`config.mk`:
```
export PLATFORM = sky130hd
export DESIGN_NAME = scc_codec
export DESIGN_NICKNAME = d
export VERILOG_FILES = /design/src/hw/scc_pkg.sv /design/src/hw/scc_rx_if.sv /design/src/hw/scc_rx_dec.sv /design/src/hw/scc_codec.sv
export SDC_FILE = /design/constraint.sdc
export NUM_CORES = 1
export LEC_CHECK = 0
export ABC_AREA = 1
export ABC_CLOCK_PERIOD_IN_PS = 7100
export BUFFER_PORTS_ARGS = -buffer_cell sky130_fd_sc_hd__buf_2
export CORE_MARGIN = 2
export CORE_UTILIZATION = 59
export CTS_CLUSTER_SIZE = 40
export DETAILED_ROUTE_END_ITERATION = 10
export PLACE_DENSITY = 0.8
export SYNTH_ARGS = -nofsm -noshare
export SYNTH_HDL_FRONTEND = slang
export SYNTH_SLANG_ARGS = --single-unit
```
`constraint.sdc`:
```
create_clock -name clk -period 7.1 [get_ports clk]
set_input_delay 1.775 -clock clk [delete_from_list [all_inputs] [get_ports clk]]
set_output_delay 1.775 -clock clk [all_outputs]
set_load 0.02 [all_outputs]
```
`src/hw/scc_pkg.sv`:
```
// Constants, symbol values and encoder functions of the special-character codec.
// Assumes symbol bit 9 is abcdei bit a (first on the line) and bit 0 is fghj bit j.
package scc_pkg;
   // Special-character codes on the parallel byte: low five bits x, high three y
   localparam logic [7:0] SC_COMMA = 8'h05;
   localparam logic [7:0] SC_IDLE = 8'h20;
   localparam logic [7:0] SC_RRDY = 8'h21;
   localparam logic [7:0] SC_EOF = 8'h22;
   localparam logic [7:0] SC_VIOL = 8'hE0;
   localparam logic [7:0] SC_KNEG = 8'hE1;
   localparam logic [7:0] SC_KPOS = 8'hE2;
   localparam logic [7:0] SC_RDERR = 8'hE4;

   // Data bytes used inside ordered sets
   localparam logic [7:0] D21_4 = 8'h95;
   localparam logic [7:0] D21_5 = 8'hB5;
   localparam logic [7:0] D10_2 = 8'h4A;

   // Ten-bit symbols
   localparam logic [9:0] K285_NEG = 10'h0FA;
   localparam logic [9:0] K285_POS = 10'h305;
   localparam logic [9:0] VIOL_NEG = 10'h278;
   localparam logic [9:0] VIOL_POS = 10'h187;
   localparam logic [9:0] RDERR_NEG = 10'h375;
   localparam logic [9:0] RDERR_POS = 10'h08A;
   localparam logic [9:0] SYM_D21_5 = 10'h2AA;
   localparam logic [9:0] SYM_D10_2 = 10'h155;

   // Field positions, counts and reset values
   localparam int EOF_BIT = 5;
   localparam int K_CODES = 12;
   localparam logic [4:0] X_K28 = 5'h1C;
   localparam logic [4:0] X_D7 = 5'h07;
   localparam logic [1:0] SEQ_FIRST = 2'h0;
   localparam logic [1:0] SEQ_SECOND = 2'h1;
   localparam logic RD_RESET = 1'b0;
   localparam logic [9:0] SYM_RESET = 10'h000;
   localparam logic [7:0] BYTE_RESET = 8'h00;

   // Transmit ordered-set tracking
   typedef enum logic [2:0] {
      TX_DATA = 3'b001,
      TX_IDLE = 3'b010,
      TX_RRDY = 3'b100
   } scc_tx_mode_t;

   // Six-bit codes for negative disparity entry
   localparam logic [5:0] SIX_NEG [0:31] = '{
      6'h27, 6'h1D, 6'h2D, 6'h31, 6'h35, 6'h29, 6'h19, 6'h38,
      6'h39, 6'h25, 6'h15, 6'h34, 6'h0D, 6'h2C, 6'h1C, 6'h17,
      6'h1B, 6'h23, 6'h13, 6'h32, 6'h0B, 6'h2A, 6'h1A, 6'h3A,
      6'h33, 6'h26, 6'h16, 6'h36, 6'h0E, 6'h2E, 6'h1E, 6'h2B};
   // Four-bit codes for negative disparity entry
   localparam logic [3:0] FOUR_NEG [0:7] = '{
      4'hB, 4'h9, 4'h5, 4'hC, 4'hD, 4'hA, 4'h6, 4'hE};
   localparam logic [3:0] FOUR_ALT = 4'h7;
   localparam logic [5:0] SIX_K28 = 6'h0F;
   // Extra special characters K23.7, K27.7, K29.7, K30.7
   localparam logic [7:0] K_EXTRA [0:3] = '{8'hF7, 8'hFB, 8'hFD, 8'hFE};

   // Disparity after a symbol: balanced keeps, otherwise sign of the excess
   function automatic logic scc_rd_after(input logic [9:0] sym, input logic rd);
      int n;
      n = $countones(sym);
      return (n == 5) ? rd : (n > 5);
   endfunction

   // Eight-to-ten encoder; k selects the special-character form
   function automatic logic [9:0] scc_encode(input logic [7:0] b, input logic k,
                                             input logic rd);
      logic [4:0] x;
      logic [2:0] y;
      logic [5:0] s6;
      logic [3:0] s4;
      logic k28;
      logic r0;
      logic r;
      logic alt;
      x = b[4:0];
      y = b[7:5];
      k28 = k && (x == X_K28);
      r0 = k28 ? 1'b0 : rd;
      s6 = k28 ? SIX_K28 : SIX_NEG[x];
      if (r0 && (($countones(s6) != 3) || (x == X_D7))) begin
         s6 = ~s6;
      end
      r = ($countones(s6) == 3) ? r0 : ($countones(s6) > 3);
      alt = (y == 3'h7) && (k || (!r && (x == 5'h11 || x == 5'h12 || x == 5'h14)) ||
                            (r && (x == 5'h0B || x == 5'h0D || x == 5'h0E)));
      s4 = alt ? FOUR_ALT : FOUR_NEG[y];
      if (r && (($countones(s4) != 2) || (y == 3'h3))) begin
         s4 = ~s4;
      end
      return (k28 && rd) ? ~{s6, s4} : {s6, s4};
   endfunction
endpackage : scc_pkg

```
`src/hw/scc_rx_if.sv`:
```
// Link between the codec top and its receive decoder.
// Assumes both ends run on the same byte-rate clock.
interface scc_rx_if;
   logic [9:0] symbol;
   logic [7:0] code;
   logic special;
   logic rd;

   modport dec (input symbol, output code, output special, output rd);
   modport top (output symbol, input code, input special, input rd);
endinterface : scc_rx_if

```
`src/hw/scc_rx_dec.sv`:
```
// Receive decoder: ten-bit symbol to byte, special flag and exception codes.
// Assumes one symbol per enabled clock, already on the byte-rate clock.
module scc_rx_dec (
   // Clock and reset
   input wire logic clk,
   input wire logic resetn,
   input wire logic ce,
   // Symbol in, code out
   scc_rx_if.dec rx
);
   import scc_pkg::*;

   logic rd_q, rd_d;
   logic [7:0] code_q, code_d;
   logic special_q, special_d;
   logic [9:0] hit_now, hit_other;

   // Table lookup: {found, special, byte}
   function automatic logic [9:0] scc_decode(input logic [9:0] sym, input logic rd);
      logic [9:0] res;
      logic [7:0] kb;
      res = {2'b00, BYTE_RESET};
      for (int i = 0; i < 256; i++) begin
         if (scc_encode(8'(i), 1'b0, rd) == sym) begin
            res = {2'b10, 8'(i)};
         end
      end
      for (int j = 0; j < K_CODES; j++) begin
         kb = (j < 8) ? {3'(j), X_K28} : K_EXTRA[j - 8];
         if (scc_encode(kb, 1'b1, rd) == sym) begin
            res = {2'b11, 8'(j)};
         end
      end
      return res;
   endfunction

   assign hit_now = scc_decode(rx.symbol, rd_q);
   assign hit_other = scc_decode(rx.symbol, ~rd_q);

   always_comb begin
      rd_d = scc_rd_after(rx.symbol, rd_q); // RULE19
      code_d = SC_VIOL;
      special_d = 1'b1;
      if (rx.symbol == K285_NEG) begin
         code_d = rd_q ? SC_KNEG : SC_COMMA; // RULE11 RULE5
      end else if (rx.symbol == K285_POS) begin
         code_d = rd_q ? SC_COMMA : SC_KPOS; // RULE13 RULE5
      end else if (hit_now[9]) begin
         code_d = hit_now[7:0]; // RULE17
         special_d = hit_now[8];
      end else if (hit_other[9]) begin
         code_d = SC_RDERR; // RULE15
      end else begin
         code_d = SC_VIOL; // RULE9
      end
   end

   always_ff @(posedge clk or negedge resetn) begin
      if (!resetn) begin
         rd_q <= RD_RESET;
         code_q <= BYTE_RESET;
         special_q <= 1'b0;
      end else if (ce) begin
         rd_q <= rd_d;
         code_q <= code_d;
         special_q <= special_d;
      end
   end

   assign rx.code = code_q;
   assign rx.special = special_q;
   assign rx.rd = rd_q;
endmodule // scc_rx_dec

```
`src/hw/scc_codec.sv`:
```
// Special-character codec top: transmit encoder with ordered sets and receive decoder.
// Assumes host byte, select and violation request are on clk; rx_symbol is on clk too.

// Function
// RULE1: C0.1 for one byte sends negative K28.5 whatever the disparity.
// RULE2: C0.1 held sends -K28.5, D21.4, D21.5, D21.5 repeating.
// RULE3: Host holds ordered-set codes four bytes or multiples, else truncated.
// RULE4: C1.1 sends -K28.5 once, held sends -K28.5, D21.4, D10.2, D10.2.
// RULE5: Receiver reports K28.5 as C5.0, C1.7 or C2.7, never ordered sets.
// RULE6: C2.1 sends K28.5 with polarity from current running disparity.
// RULE7: Character after C2.1 gets low bit 0 at RD+, 1 at RD-.
// RULE8: C0.7 sends a disparity-correct violation, same as violation request input.
// RULE9: Receiver outputs C0.7 only for symbols found in no table.
// RULE10: C1.7 sends negative K28.5 ignoring running disparity.
// RULE11: Receiver gives C1.7 for -K28.5 at RD+, else C5.0.
// RULE12: C2.7 sends positive K28.5 ignoring running disparity.
// RULE13: Receiver gives C2.7 for +K28.5 at RD-.
// RULE14: C4.7 sends a violation marking a disparity error to the far end.
// RULE15: Receiver gives C4.7 for valid symbol with wrong disparity.
// RULE16: Host issues only defined special-character codes.
// RULE17: Code Cx.y has x in low five bits, y in high three.
// RULE18: Byte is a special code only while the select input is high.
// RULE19: Both sides keep running disparity, negative after reset, updated per symbol.
// RULE20: Forced and violation symbols update disparity by what was sent.
module scc_codec (
   // Clock, reset, enable
   input wire logic clk,
   input wire logic resetn,
   input wire logic ce,
   // Transmit parallel side
   input wire logic [7:0] tx_byte,
   input wire logic special_char_select,
   input wire logic send_violation_request,
   // Transmit symbol out
   output logic [9:0] tx_symbol,
   output logic tx_rd,
   // Receive symbol in
   input wire logic [9:0] rx_symbol,
   // Receive parallel side
   output logic [7:0] rx_byte,
   output logic rx_special,
   output logic rx_rd
);
   import scc_pkg::*;

   scc_rx_if rx_if ();

   scc_tx_mode_t mode_q, mode_d;
   logic [1:0] pos_q, pos_d;
   logic eof_q, eof_d;
   logic rd_q, rd_d;
   logic [9:0] sym_q, sym_d;
   logic ordered;
   logic cont;
   logic violate;
   logic [7:0] data_b;
   logic [7:0] k_b;

   // Ordered-set detection and position within the four-symbol set
   always_comb begin
      ordered = special_char_select && (tx_byte == SC_IDLE || tx_byte == SC_RRDY); // RULE18
      cont = ordered && ((tx_byte == SC_IDLE && mode_q == TX_IDLE) ||
                         (tx_byte == SC_RRDY && mode_q == TX_RRDY));
      violate = send_violation_request || (special_char_select && tx_byte == SC_VIOL);
      // New data or a change of code restarts the set at its comma
      pos_d = cont ? pos_q + 2'h1 : SEQ_FIRST; // RULE3
      if (violate || !ordered) begin
         mode_d = TX_DATA;
      end else if (tx_byte == SC_IDLE) begin
         mode_d = TX_IDLE;
      end else begin
         mode_d = TX_RRDY;
      end
   end

   // Symbol selection
   always_comb begin
      eof_d = 1'b0;
      data_b = tx_byte;
      sym_d = scc_encode(tx_byte, 1'b0, rd_q);
      // Cx.0 names K28.x below 8, then the four extra special characters
      k_b = tx_byte;
      if (tx_byte[7:3] == 5'h00) begin
         k_b = {tx_byte[2:0], X_K28}; // RULE17
      end else if (tx_byte[7:2] == 6'h02) begin
         k_b = K_EXTRA[tx_byte[1:0]]; // RULE17
      end
      if (violate) begin
         sym_d = rd_q ? VIOL_POS : VIOL_NEG; // RULE8
      end else if (special_char_select) begin
         case (tx_byte)
            SC_IDLE, SC_RRDY: begin
               case (pos_d)
                  SEQ_FIRST: sym_d = K285_NEG; // RULE1 RULE4
                  SEQ_SECOND: sym_d = scc_encode(D21_4, 1'b0, rd_q); // RULE2 RULE4
                  default: sym_d = (tx_byte == SC_IDLE) ? SYM_D21_5 : SYM_D10_2; // RULE2 RULE4
               endcase
            end
            SC_EOF: begin
               sym_d = rd_q ? K285_POS : K285_NEG; // RULE6
               eof_d = 1'b1;
            end
            SC_KNEG: sym_d = K285_NEG; // RULE10
            SC_KPOS: sym_d = K285_POS; // RULE12
            SC_RDERR: sym_d = rd_q ? RDERR_POS : RDERR_NEG; // RULE14
            // Remaining codes take the plain special-character table
            default: sym_d = scc_encode(k_b, 1'b1, rd_q); // RULE16 RULE17
         endcase
      end else begin
         if (eof_q) begin
            data_b[EOF_BIT] = ~rd_q; // RULE7
         end
         sym_d = scc_encode(data_b, 1'b0, rd_q);
      end
      rd_d = scc_rd_after(sym_d, rd_q); // RULE19 RULE20
   end

   always_ff @(posedge clk or negedge resetn) begin
      if (!resetn) begin
         mode_q <= TX_DATA;
         pos_q <= SEQ_FIRST;
         eof_q <= 1'b0;
         rd_q <= RD_RESET;
         sym_q <= SYM_RESET;
      end else if (ce) begin
         mode_q <= mode_d;
         pos_q <= pos_d;
         eof_q <= eof_d;
         rd_q <= rd_d;
         sym_q <= sym_d;
      end
   end

   assign tx_symbol = sym_q;
   assign tx_rd = rd_q;

   // Receive path
   assign rx_if.symbol = rx_symbol;
   assign rx_byte = rx_if.code;
   assign rx_special = rx_if.special;
   assign rx_rd = rx_if.rd;

   scc_rx_dec u_rx (
      .clk(clk),
      .resetn(resetn),
      .ce(ce),
      .rx(rx_if.dec)
   );
endmodule // scc_codec

```
==> summary.md, run 1 <==
| Metric | Value |
|---|---|
| Die W | about 130 um |
| I/O Buffers | 43 |
| First-pass GRT wire length | approximately 96,000 um |
| Synthesized netlist cell count | 1,574 |
| Largest net degree at the start of global routing | 28 |
| Clock root buffer | clkbuf_16 |
| EDFF count, synth | 0 |
| Cell variety after synth | 60 |
| Synthesis Warnings | 0 |
| Hpwl dp | approximately 34,000 um |
| Global Route Usage Sum | 76.8% |
| Register bit total from synthesis | 27 |
| FP Rows | 44 |
| Status | aborted with a tool error |
| Initial Utilization | 60.3% |
| Synthesized Nets | 1,649 |
| Err | [ERROR GRT-0116] Global routing finished with congestion. Check the congestion regions in the DRC Viewer. |
| Exit stage | 5_1_grt |
| Clock sinks | 27 |
| Largest area contributor in the netlist | nor2_1 |
| I/O pin total | 44 |
| Top cell type's share of synthesized area | a little under an eighth |
| Die Ht | 126 um |
| Gp weighted congestion | roughly 1.3 |
| Avg Cell Area, Syn | approximately 5.6 um2 |
| Most common flop cell mapped by yosys | dfrtp_1 |
| CTS buffer count | 3 |
| Total gr overflow | 87 |
| Max clock buf depth | 2 |
| Ys async rst share | 100% |
| Post-CTS Hold Buffers | 0 |
| Post-Synthesis Cell Area | 8770 um2 |
| Synth area leaders | nor2_1, inv_1, nand2_1, dfrtp_1, fa_1 |
| Register area share after synthesis | 7.72% |
| H-tree depth | 1 |
| Vias in the first global route | around 17,000 |
[per-layer routing]
layer | global-route usage, % | overflow
met3 | 63.8 | 2
met4 | 76.9 | 42
met2 | 91.8 | 41
met1 | 77.1 | 2
met5 | 21.7 | 0
[synthesized netlist by cell type (3+ instances only)]
cell type and number:
nand2_4 3, a2111oi_0 11, clkinv_1 4, nor2_1 278, a22o_1 5, inv_1 259
buf_2 19, a31o_2 4, o21bai_1 5, nand2_1 244, inv_2 8, xor2_1 10
o2111ai_1 13, clkbuf_1 29, o311ai_0 3, o221ai_1 3, nand3_1 89, nor3_1 93
nand4_1 67, xnor2_1 12, ha_1 28, nand3b_1 7, nor4_2 6, nor4_1 30
a221oi_1 6, dfrtp_1 26, buf_6 4, o311ai_1 4, o21a_1 4, o211ai_1 9
nand2_2 16, a31oi_1 18, a21oi_1 47, a211oi_1 10, a311oi_1 3, o31ai_1 24
o21ai_0 94, or2_2 3, fa_1 24, buf_1 4, o22ai_1 15, nor2_2 6
nor3_2 5
[repair_timing]
| item | in CTS |
|---|---|
| cloned | 0 |
| pin swaps | 23 |
| gates resized for setup | 65 |
| buffers inserted | 40 |
| setup endpoints to repair | 11 |
[kinds of logic after synthesis]
logic type                 share of synthesized area [%]
buffers and inverters                               15.0
adders and majority gates                           9.47
DFF                                                 7.72
xor gates and xnor gates                            2.38
AOI/OAI and AO/OA                                   20.8
and+or+nand+nor                                     44.7
[through the flow]
step	instance area [um2]	std cells	hold slack [ns]	setup slack, ns	util (%)
2_1_floorplan	9070	1574	0.483	-3.61	-
3_3_place_gp	12000	2119	0.450	-3.82	82.7
3_5_place_dp	12000	2119	0.470	-4.32	82.7
4_1_cts	12600	2162	0.488	-3.75	87.0
==> run 2: changes to the inputs <==
- ABC_CLOCK_PERIOD_IN_PS: 7100 -> 9200
- CORE_UTILIZATION: 59 -> 40
- CTS_CLUSTER_SIZE: 40 -> not set
- PLACE_DENSITY: 0.8 -> not set
- PLACE_DENSITY_LB_ADDON: not set -> 0.15
- clock period: 7.1 -> 9.2 ns (I/O delays scaled with it)
==> run 2 against run 1 <==
Compared with the run above:
- the flow now finishes, with violations (setup timing)
- synthesized cell count is the same
- area after synthesis is the same
==> summary.md, run 2 <==
| Metric | Value |
|---|---|
| Gp weighted congestion | 1.19 (-12%) |
| Die ar. | 23,100 um2 |
| Worst setup margin | -2.33 ns |
| Cell repeated most along the worst path | fa_1 |
| I/O pin total | 44 (unchanged) |
| Synthesized netlist cell count | 1,574 (unchanged) |
| Global Route Usage Sum | approximately two fifths |
| First-pass GRT wire length | between 70,000 and 80,000 um |
| R2R Setup Slk | 0.97 ns |
| Vias in the first global route | approximately 13,000 |
| Unrepaired setup endpoints after global routing | yes |
| Drt drc | 0 |
| Core area | approximately 22,000 um2 |
| Fin nets | ~2,000 |
| Total gr overflow | 0 |
| Hpwl dp | 37,900 um (+11%) |
| Cell variety after synth | 60 (unchanged) |
| Die W | 152 um (+21%) |
| Critical path's slowest cell | fa_1 |
| Most common flop cell mapped by yosys | dfrtp_1 |
| Top cell type's share of synthesized area | 11.9% (unchanged) |
| CP peak stage delay | around 0.52 ns |
| Worst-Margin Slew | between 1 and 1.5 ns |
| Status | finished, violations left |
| Top cells by count, synth | nor2_1, inv_1, nand2_1, o21ai_0, nor3_1 |
| Drt first pass iters | 8 |
| Critical Setup Path Class | in2reg |
| CTS buffer count | 3 (unchanged) |
| Max Slew Vio Count | 0 |
| Layout area overhead | 36.4% |
| Initial DRC Count | around 1,800 |
| Data required time of the worst path | 9.33 ns |
| Startpoint types | primary input |
| Ys async rst share | 100% (unchanged) |
| Antenna Cells | 0 |
| Relative slew margins | between 10% and 20% |
| Commonest non-fill, non-tap cells in the layout | buf_4, nor2_1, inv_1 |
| Final Instance Area | around 12,000 um2 |
| # Max-Cap Violations | 0 |
| Max Freq | ~0.087 GHz |
| PD cells | approximately 240 nW/um2 |
| TritonCTS clock tree | built |
| FP Rows | 54 (+23%) |
| Largest net degree at the start of global routing | 28 |
| Max clock buf depth | 2 (unchanged) |
| Layout cells sized above 1 | between 20% and 30% |
| Avg Cell Area, Syn | 5.57 um2 (unchanged) |
| Failing checks | setup timing |
| Most numerous cell in the Yosys netlist | nor2_1 |
| Routed via count | 13,100 |
| CP arrival | between 10 and 15 ns |
| Hold Vio Cnt, Final | 0 |
| Final ANT Viol Nets | 0 |
| Most common cell after layout, fill and taps aside | buf_4 |
| Leakage | 5.70 nW |
| EDFF count, synth | 0 (unchanged) |
| HP Class | reg2reg |
| Post-CTS Hold Buffers | 0 (unchanged) |
| Area post-placement | 11,300 um2 (-5.6%) |
| Final Skew | around 0.0053 ns |
| CP max FO | 6 |
| Synthesized Nets | 1,649 (unchanged) |
| Largest register FFs | 10 |
| Initial antenna violation count | 0 |
| Worst-path clk slew | 0.06 ns |
| Synth area leaders | nor2_1, inv_1, nand2_1, dfrtp_1, fa_1 |
| CP endpoint kind | flip-flop |
| Setup total negative slack | -3.05 ns |
| Register area share after synthesis | 7.72% (unchanged) |
| H-tree depth | 1 (unchanged) |
| Register bit total from synthesis | 27 (unchanged) |
| Drt via density | 6.07 |
| Clk Latency, worst-skew pair | roughly 0.26 ns |
| Worst vdd ir | approximately 0.29 mV |
| Die Ht | 152 um (+21%) |
| Final Cycle Share | 125% |
| Clock root buffer | clkbuf_16 |
| Initial Utilization | 40.4% (-20 points) |
| Largest area contributor in the netlist | nor2_1 |
| I/O Buffers | 43 (unchanged) |
| Clock sinks | 27 (unchanged) |
| Post-Synthesis Cell Area | 8770 um2 (unchanged) |
| Synthesis Warnings | 0 (unchanged) |
| # fillers | about 2,300 |
| Setup Slack @ Placement | -2.59 ns (+1.73 ns) |
| Final wirelength | 47,700 um |
| Wire length per cell | roughly 22 um |
| Minimum clock period | 11.53 ns |
| Final setup violation count | 7 |
| WHS | 0.480 ns |
-- run 2: cell counts after synthesis --
No cell type changed its count.
-- run 2: what timing repair did --
action | in CTS | in global routing
pin swaps | 13 | 28
resized for setup | 46 | 40
gates cloned | 0 | 0
setup buffers | 21 | 8
endpoints found under the setup margin | 7 | 7
-- run 2: where the power goes --
| part | leakage, nW | internal, W | switching (W) |
|---|---|---|---|
| sequential | 0.331 | 0.000158 | 0.0000414 |
| combinational | 5.33 | 0.00107 | 0.00145 |
| clock | 0.0382 | 0.0000594 | 0.0000410 |
-- run 2: worst paths after layout --
| kind | cells past startpoint | from | endpoint |
|---|---|---|---|
| setup / recovery | 43 | tx_byte[1] | tx_rd |
| hold / removal | 2 | tx_symbol[8] | tx_symbol[8] |
| setup reg to reg | 77 | u_rx.rx.rd | u_rx.rx.code[0] |
| hold reg to reg | 2 | tx_symbol[8] | tx_symbol[8] |
| max in group asynchronous | 1 | resetn | tx_rd |
| min in group asynchronous | 1 | resetn | tx_symbol[7] |
-- run 2: logic make-up (layout without fill, tap and decap cells) --
logic type               after synthesis  in the layout  synth area share [%]
AND/OR/NAND/NOR                      856            856                  44.7
AO/OA/AOI/OAI                        286            286                  20.8
XOR/XNOR                              23             23                  2.38
flip-flops                            27             27                  7.72
buffers and inverters                330            635                  15.0
adder cells (fa/ha/maj)               52             52                  9.47
-- run 2: metal layers --
layer / global-route usage [%] / share of wire [%] / up-vias
li1: - / - / 5946
met3: 6.36 / 11 / 232
met2: 63.7 / 43 / 922
met1: 50.8 / 38 / 5995
met4: 21.4 / 7.0 / 0
met5: 0 / 0 / -
-- run 2: per-stage QoR --
| stage | utilization (%) | total power (W) | cells |
|---|---|---|---|
| after floorplan | - | 0.00152 | 1574 |
| after global placement | 52.3 | 0.00232 | 2128 |
| after detailed placement | 52.3 | 0.00236 | 2128 |
| after CTS | 54.2 | 0.00262 | 2152 |
| after global routing | 55.2 | 0.00304 | 2159 |
| final | 55.2 | 0.00282 | 2159 |
-- run 2: worst max-delay path: cells and delay by family --
| kind | cells | cell delay [ns] |
|---|---|---|
| fa+ha+maj | 17 | 6.21 |
| compound gates | 11 | 1.89 |
| buf+inv | 9 | 0.62 |
| simple gates | 5 | 0.47 |
| xor+xnor | 1 | 0.17 |
-- run 2: layout make-up --
type                            instances  area [um2]  area share (%)
Inverter                              272        1030            8.65
Tap cell                              280         350            2.93
Clock buffer                            4        78.8           0.659
Sequential cell                        27         677            5.66
Timing Repair Buffer                  359        2630            22.0
Multi-Input combinational cell       1217        7190            60.1
Note: power is estimated with default switching activity, not from simulation.
==> run 3: changes to the inputs <==
- CELL_PAD_IN_SITES_DETAIL_PLACEMENT: not set -> 1
- CELL_PAD_IN_SITES_GLOBAL_PLACEMENT: not set -> 1
==> run 3 against run 2 <==
Compared with the run above:
- the run ends with capacitance limit, slew limit, setup timing left
- hold slack better by 0.026 ns
- sequential share of layout area is 0.078 points lower
- first-iteration DRC count is 23% higher
- maximum frequency is 5.1% lower
- routed wire length is 31% higher
- via count is 12% higher
- die area stayed put
- register-to-register slack worse by 0.74 ns
==> summary.md, run 3 (same netlist as run 2, synthesis figures left out) <==
| Metric | Value |
|---|---|
| Status | finished, violations left |
| Failing checks | capacitance limit, slew limit, setup timing |
| Core area | 21,700 um2 (unchanged) |
| PD cells | 273 nW/um2 (+16%) |
| Die W | 152 um (unchanged) |
| Clk Latency, worst-skew pair | 0.29 ns (+0.03 ns) |
| Data required time of the worst path | 9.36 ns (+0.03 ns) |
| Min-Delay Startpoint | tx_symbol[8] |
| Final Cycle Share | 132% (+6.7 points) |
| FF-to-FF End | u_rx.rx.code[0] |
| # Max-Cap Violations | 1 (+1) |
| Hold Crit Depth | 2 (unchanged) |
| First-pass GRT wire length | 88,300 um (+22%) |
| Fin nets | 1,958 (+0.15%) |
| Post-Layout Cell Count | 2,164 (+0.23%) |
| Layout area overhead | 38.3% |
| Multi-input gate area | 7310 um2 (+1.7%) |
| Unrepaired setup endpoints after global routing | yes |
| Hpwl dp | 44,900 um (+19%) |
| Largest net degree at the start of global routing | 28 (unchanged) |
| Post-CTS Hold Buffers | 0 (unchanged) |
| Worst-Margin Slew | 1.50 ns (+0.272 ns) |
| Relative slew margins | -0.542% (-18 points) |
| TritonCTS clock tree | built |
| Metal3 WL | 8820 um (+62%) |
| Hold Vio Cnt, Final | 0 (unchanged) |
| CP endpoint kind | flip-flop |
| Initial antenna violation count | 4 (+4) |
| CTS buffer count | 3 (unchanged) |
| Max Freq | 0.0823 GHz (-5.1%) |
| CP arrival | 12.31 ns (+0.65 ns) |
| CP peak stage delay | 0.54 ns (+0.02 ns) |
| Die ar. | 23,100 um2 (unchanged) |
| Most common cell after layout, fill and taps aside | buf_4 |
| Drt via density | 6.76 (+11%) |
| Reg2reg path depth | 78 (+1.3%) |
| Drt drc | 0 (unchanged) |
| Clock sinks | 27 (unchanged) |
| Final Skew | 0.00315 ns (-0.00211 ns) |
| Gp weighted congestion | 1.11 (-6.7%) |
| Clock root buffer | clkbuf_16 |
| Worst-path clk slew | 0.08 ns (+0.02 ns) |
| Final ANT Viol Nets | 0 (unchanged) |
| Critical Setup Path Class | in2reg |
| Leakage | 5.75 nW (+0.94%) |
| Largest register FFs | 10 (unchanged) |
| WHS | 0.507 ns (+0.0261 ns) |
| Final setup violation count | 7 (unchanged) |
| Vias in the first global route | 14,600 (+15%) |
| Worst vdd ir | 0.210 mV (-27%) |
| Drt first pass iters | 11 (+3) |
| I/O pin total | 44 (unchanged) |
| R2R Setup Slk | 0.23 ns (-0.74 ns) |
| Initial DRC Count | 2,203 (+23%) |
| Worst r2r src | u_rx.rx.rd |
| Final wirelength | 62,600 um (+31%) |
| Max clock buf depth | 2 (unchanged) |
| Critical path's slowest cell | fa_1 |
| DR top layer | met5 |
| Hold EP | tx_symbol[8] |
| Worst setup margin | -2.95 ns (-0.621 ns) |
| Initial Utilization | 40.4% (unchanged) |
| Global Route Usage Sum | 49.1% (+9.5 points) |
| Layout cells sized above 1 | 28.1% (+1.7 points) |
| Max Slew Vio Count | 11 (+11) |
| Cell repeated most along the worst path | fa_1 |
| Total gr overflow | 0 (unchanged) |
| Minimum clock period | 12.15 ns (+0.621 ns) |
| Met2 WL | 25,400 um (+23%) |
| FP Rows | 54 (unchanged) |
| CP max FO | 5 (-1) |
| HP Class | reg2reg |
| # fillers | 3,022 (+33%) |
| Startpoint types | primary input |
| I/O Buffers | 43 (unchanged) |
| Met1 wire length | 22,400 um (+22%) |
| Commonest non-fill, non-tap cells in the layout | buf_4, nor2_1, inv_1 |
| Cell count after placement | 2,136 (+0.38%) |
| Routed via count | 14,600 (+12%) |
| Wire length per cell | 28.9 um (+31%) |
| H-tree depth | 1 (unchanged) |
| Die Ht | 152 um (unchanged) |
| Storage cell area | 677 um2 (unchanged) |
[run 3: cell count changes in the layout (fill, tap and decap cells not counted), sizes merged]
cell | before | now
inv | 267 | 269
buf | 358 | 361
clkbuf | 5 | 4
clkinv | 5 | 4
diode | 0 | 2
[run 3: through the flow]
stage	total power [W]	utilization, %	worst slack [ns]	cell area (um2)	setup TNS [ns]
after floorplan	0.00152	-	-2.14	8910	-2.14
after global routing	0.00340	55.9	-3.17	12100	-9.67
after global placement	0.00233	52.6	-2.36	11400	-4.51
after CTS	0.00275	54.6	-2.31	11800	-4.22
final	0.00331	55.9	-2.95	12100	-7.07
after detailed placement	0.00246	52.6	-2.84	11400	-7.04
[run 3: critical path: cells and delay by family]
| kind | cells | cell delay (ns) |
|---|---|---|
| adder cells (fa/ha/maj) | 14 | 5.73 |
| AND/OR/NAND/NOR | 7 | 0.81 |
| XOR/XNOR | 1 | 0.20 |
| AO/OA/AOI/OAI | 12 | 2.11 |
| buffers and inverters | 11 | 1.12 |
[run 3: what timing repair did]
item | 4_1_cts | 5_1_grt
buffers inserted | 16 | 12
resized for setup | 60 | 63
pin swaps | 23 | 33
setup endpoints to repair | 7 | 8
hold endpoints to repair | 0 | 0
[run 3: worst max-delay path by stage]
stage                           from  slack [ns]  endpoint
after global routing      tx_byte[6]       -3.17     tx_rd
after floorplan           tx_byte[0]       -2.14     tx_rd
final                     tx_byte[3]       -2.95     tx_rd
after CTS                 tx_byte[6]       -2.31     tx_rd
after detailed placement  tx_byte[6]       -2.84     tx_rd
after global placement    tx_byte[0]       -2.36     tx_rd
[run 3: area by class of cell]
type | count | area share (%)
clock inverter | 1 | 0.0722
antenna | 2 | 0.0413
clock buffer | 3 | 0.619
tap | 280 | 2.89
multi-input combinational | 1217 | 60.3
sequential | 27 | 5.58
timing repair buffer | 362 | 22.0
inverter | 272 | 8.53
[run 3: metal layers]
| metal | GRT usage (%) | vias to the layer above |
|---|---|---|
| li1 | - | 5951 |
| met4 | 31.0 | 4 |
| met3 | 15.6 | 506 |
| met5 | 0 | - |
| met1 | 61.1 | 6838 |
| met2 | 73.6 | 1329 |
[run 3: where the power goes]
part / switching (W) / internal (W) / leakage, nW
Combinational: 0.00183 / 0.00117 / 5.38
Sequential: 0.0000442 / 0.000158 / 0.331
Clock: 0.0000563 / 0.0000608 / 0.0415
Total: 0.00193 / 0.00138 / 5.75
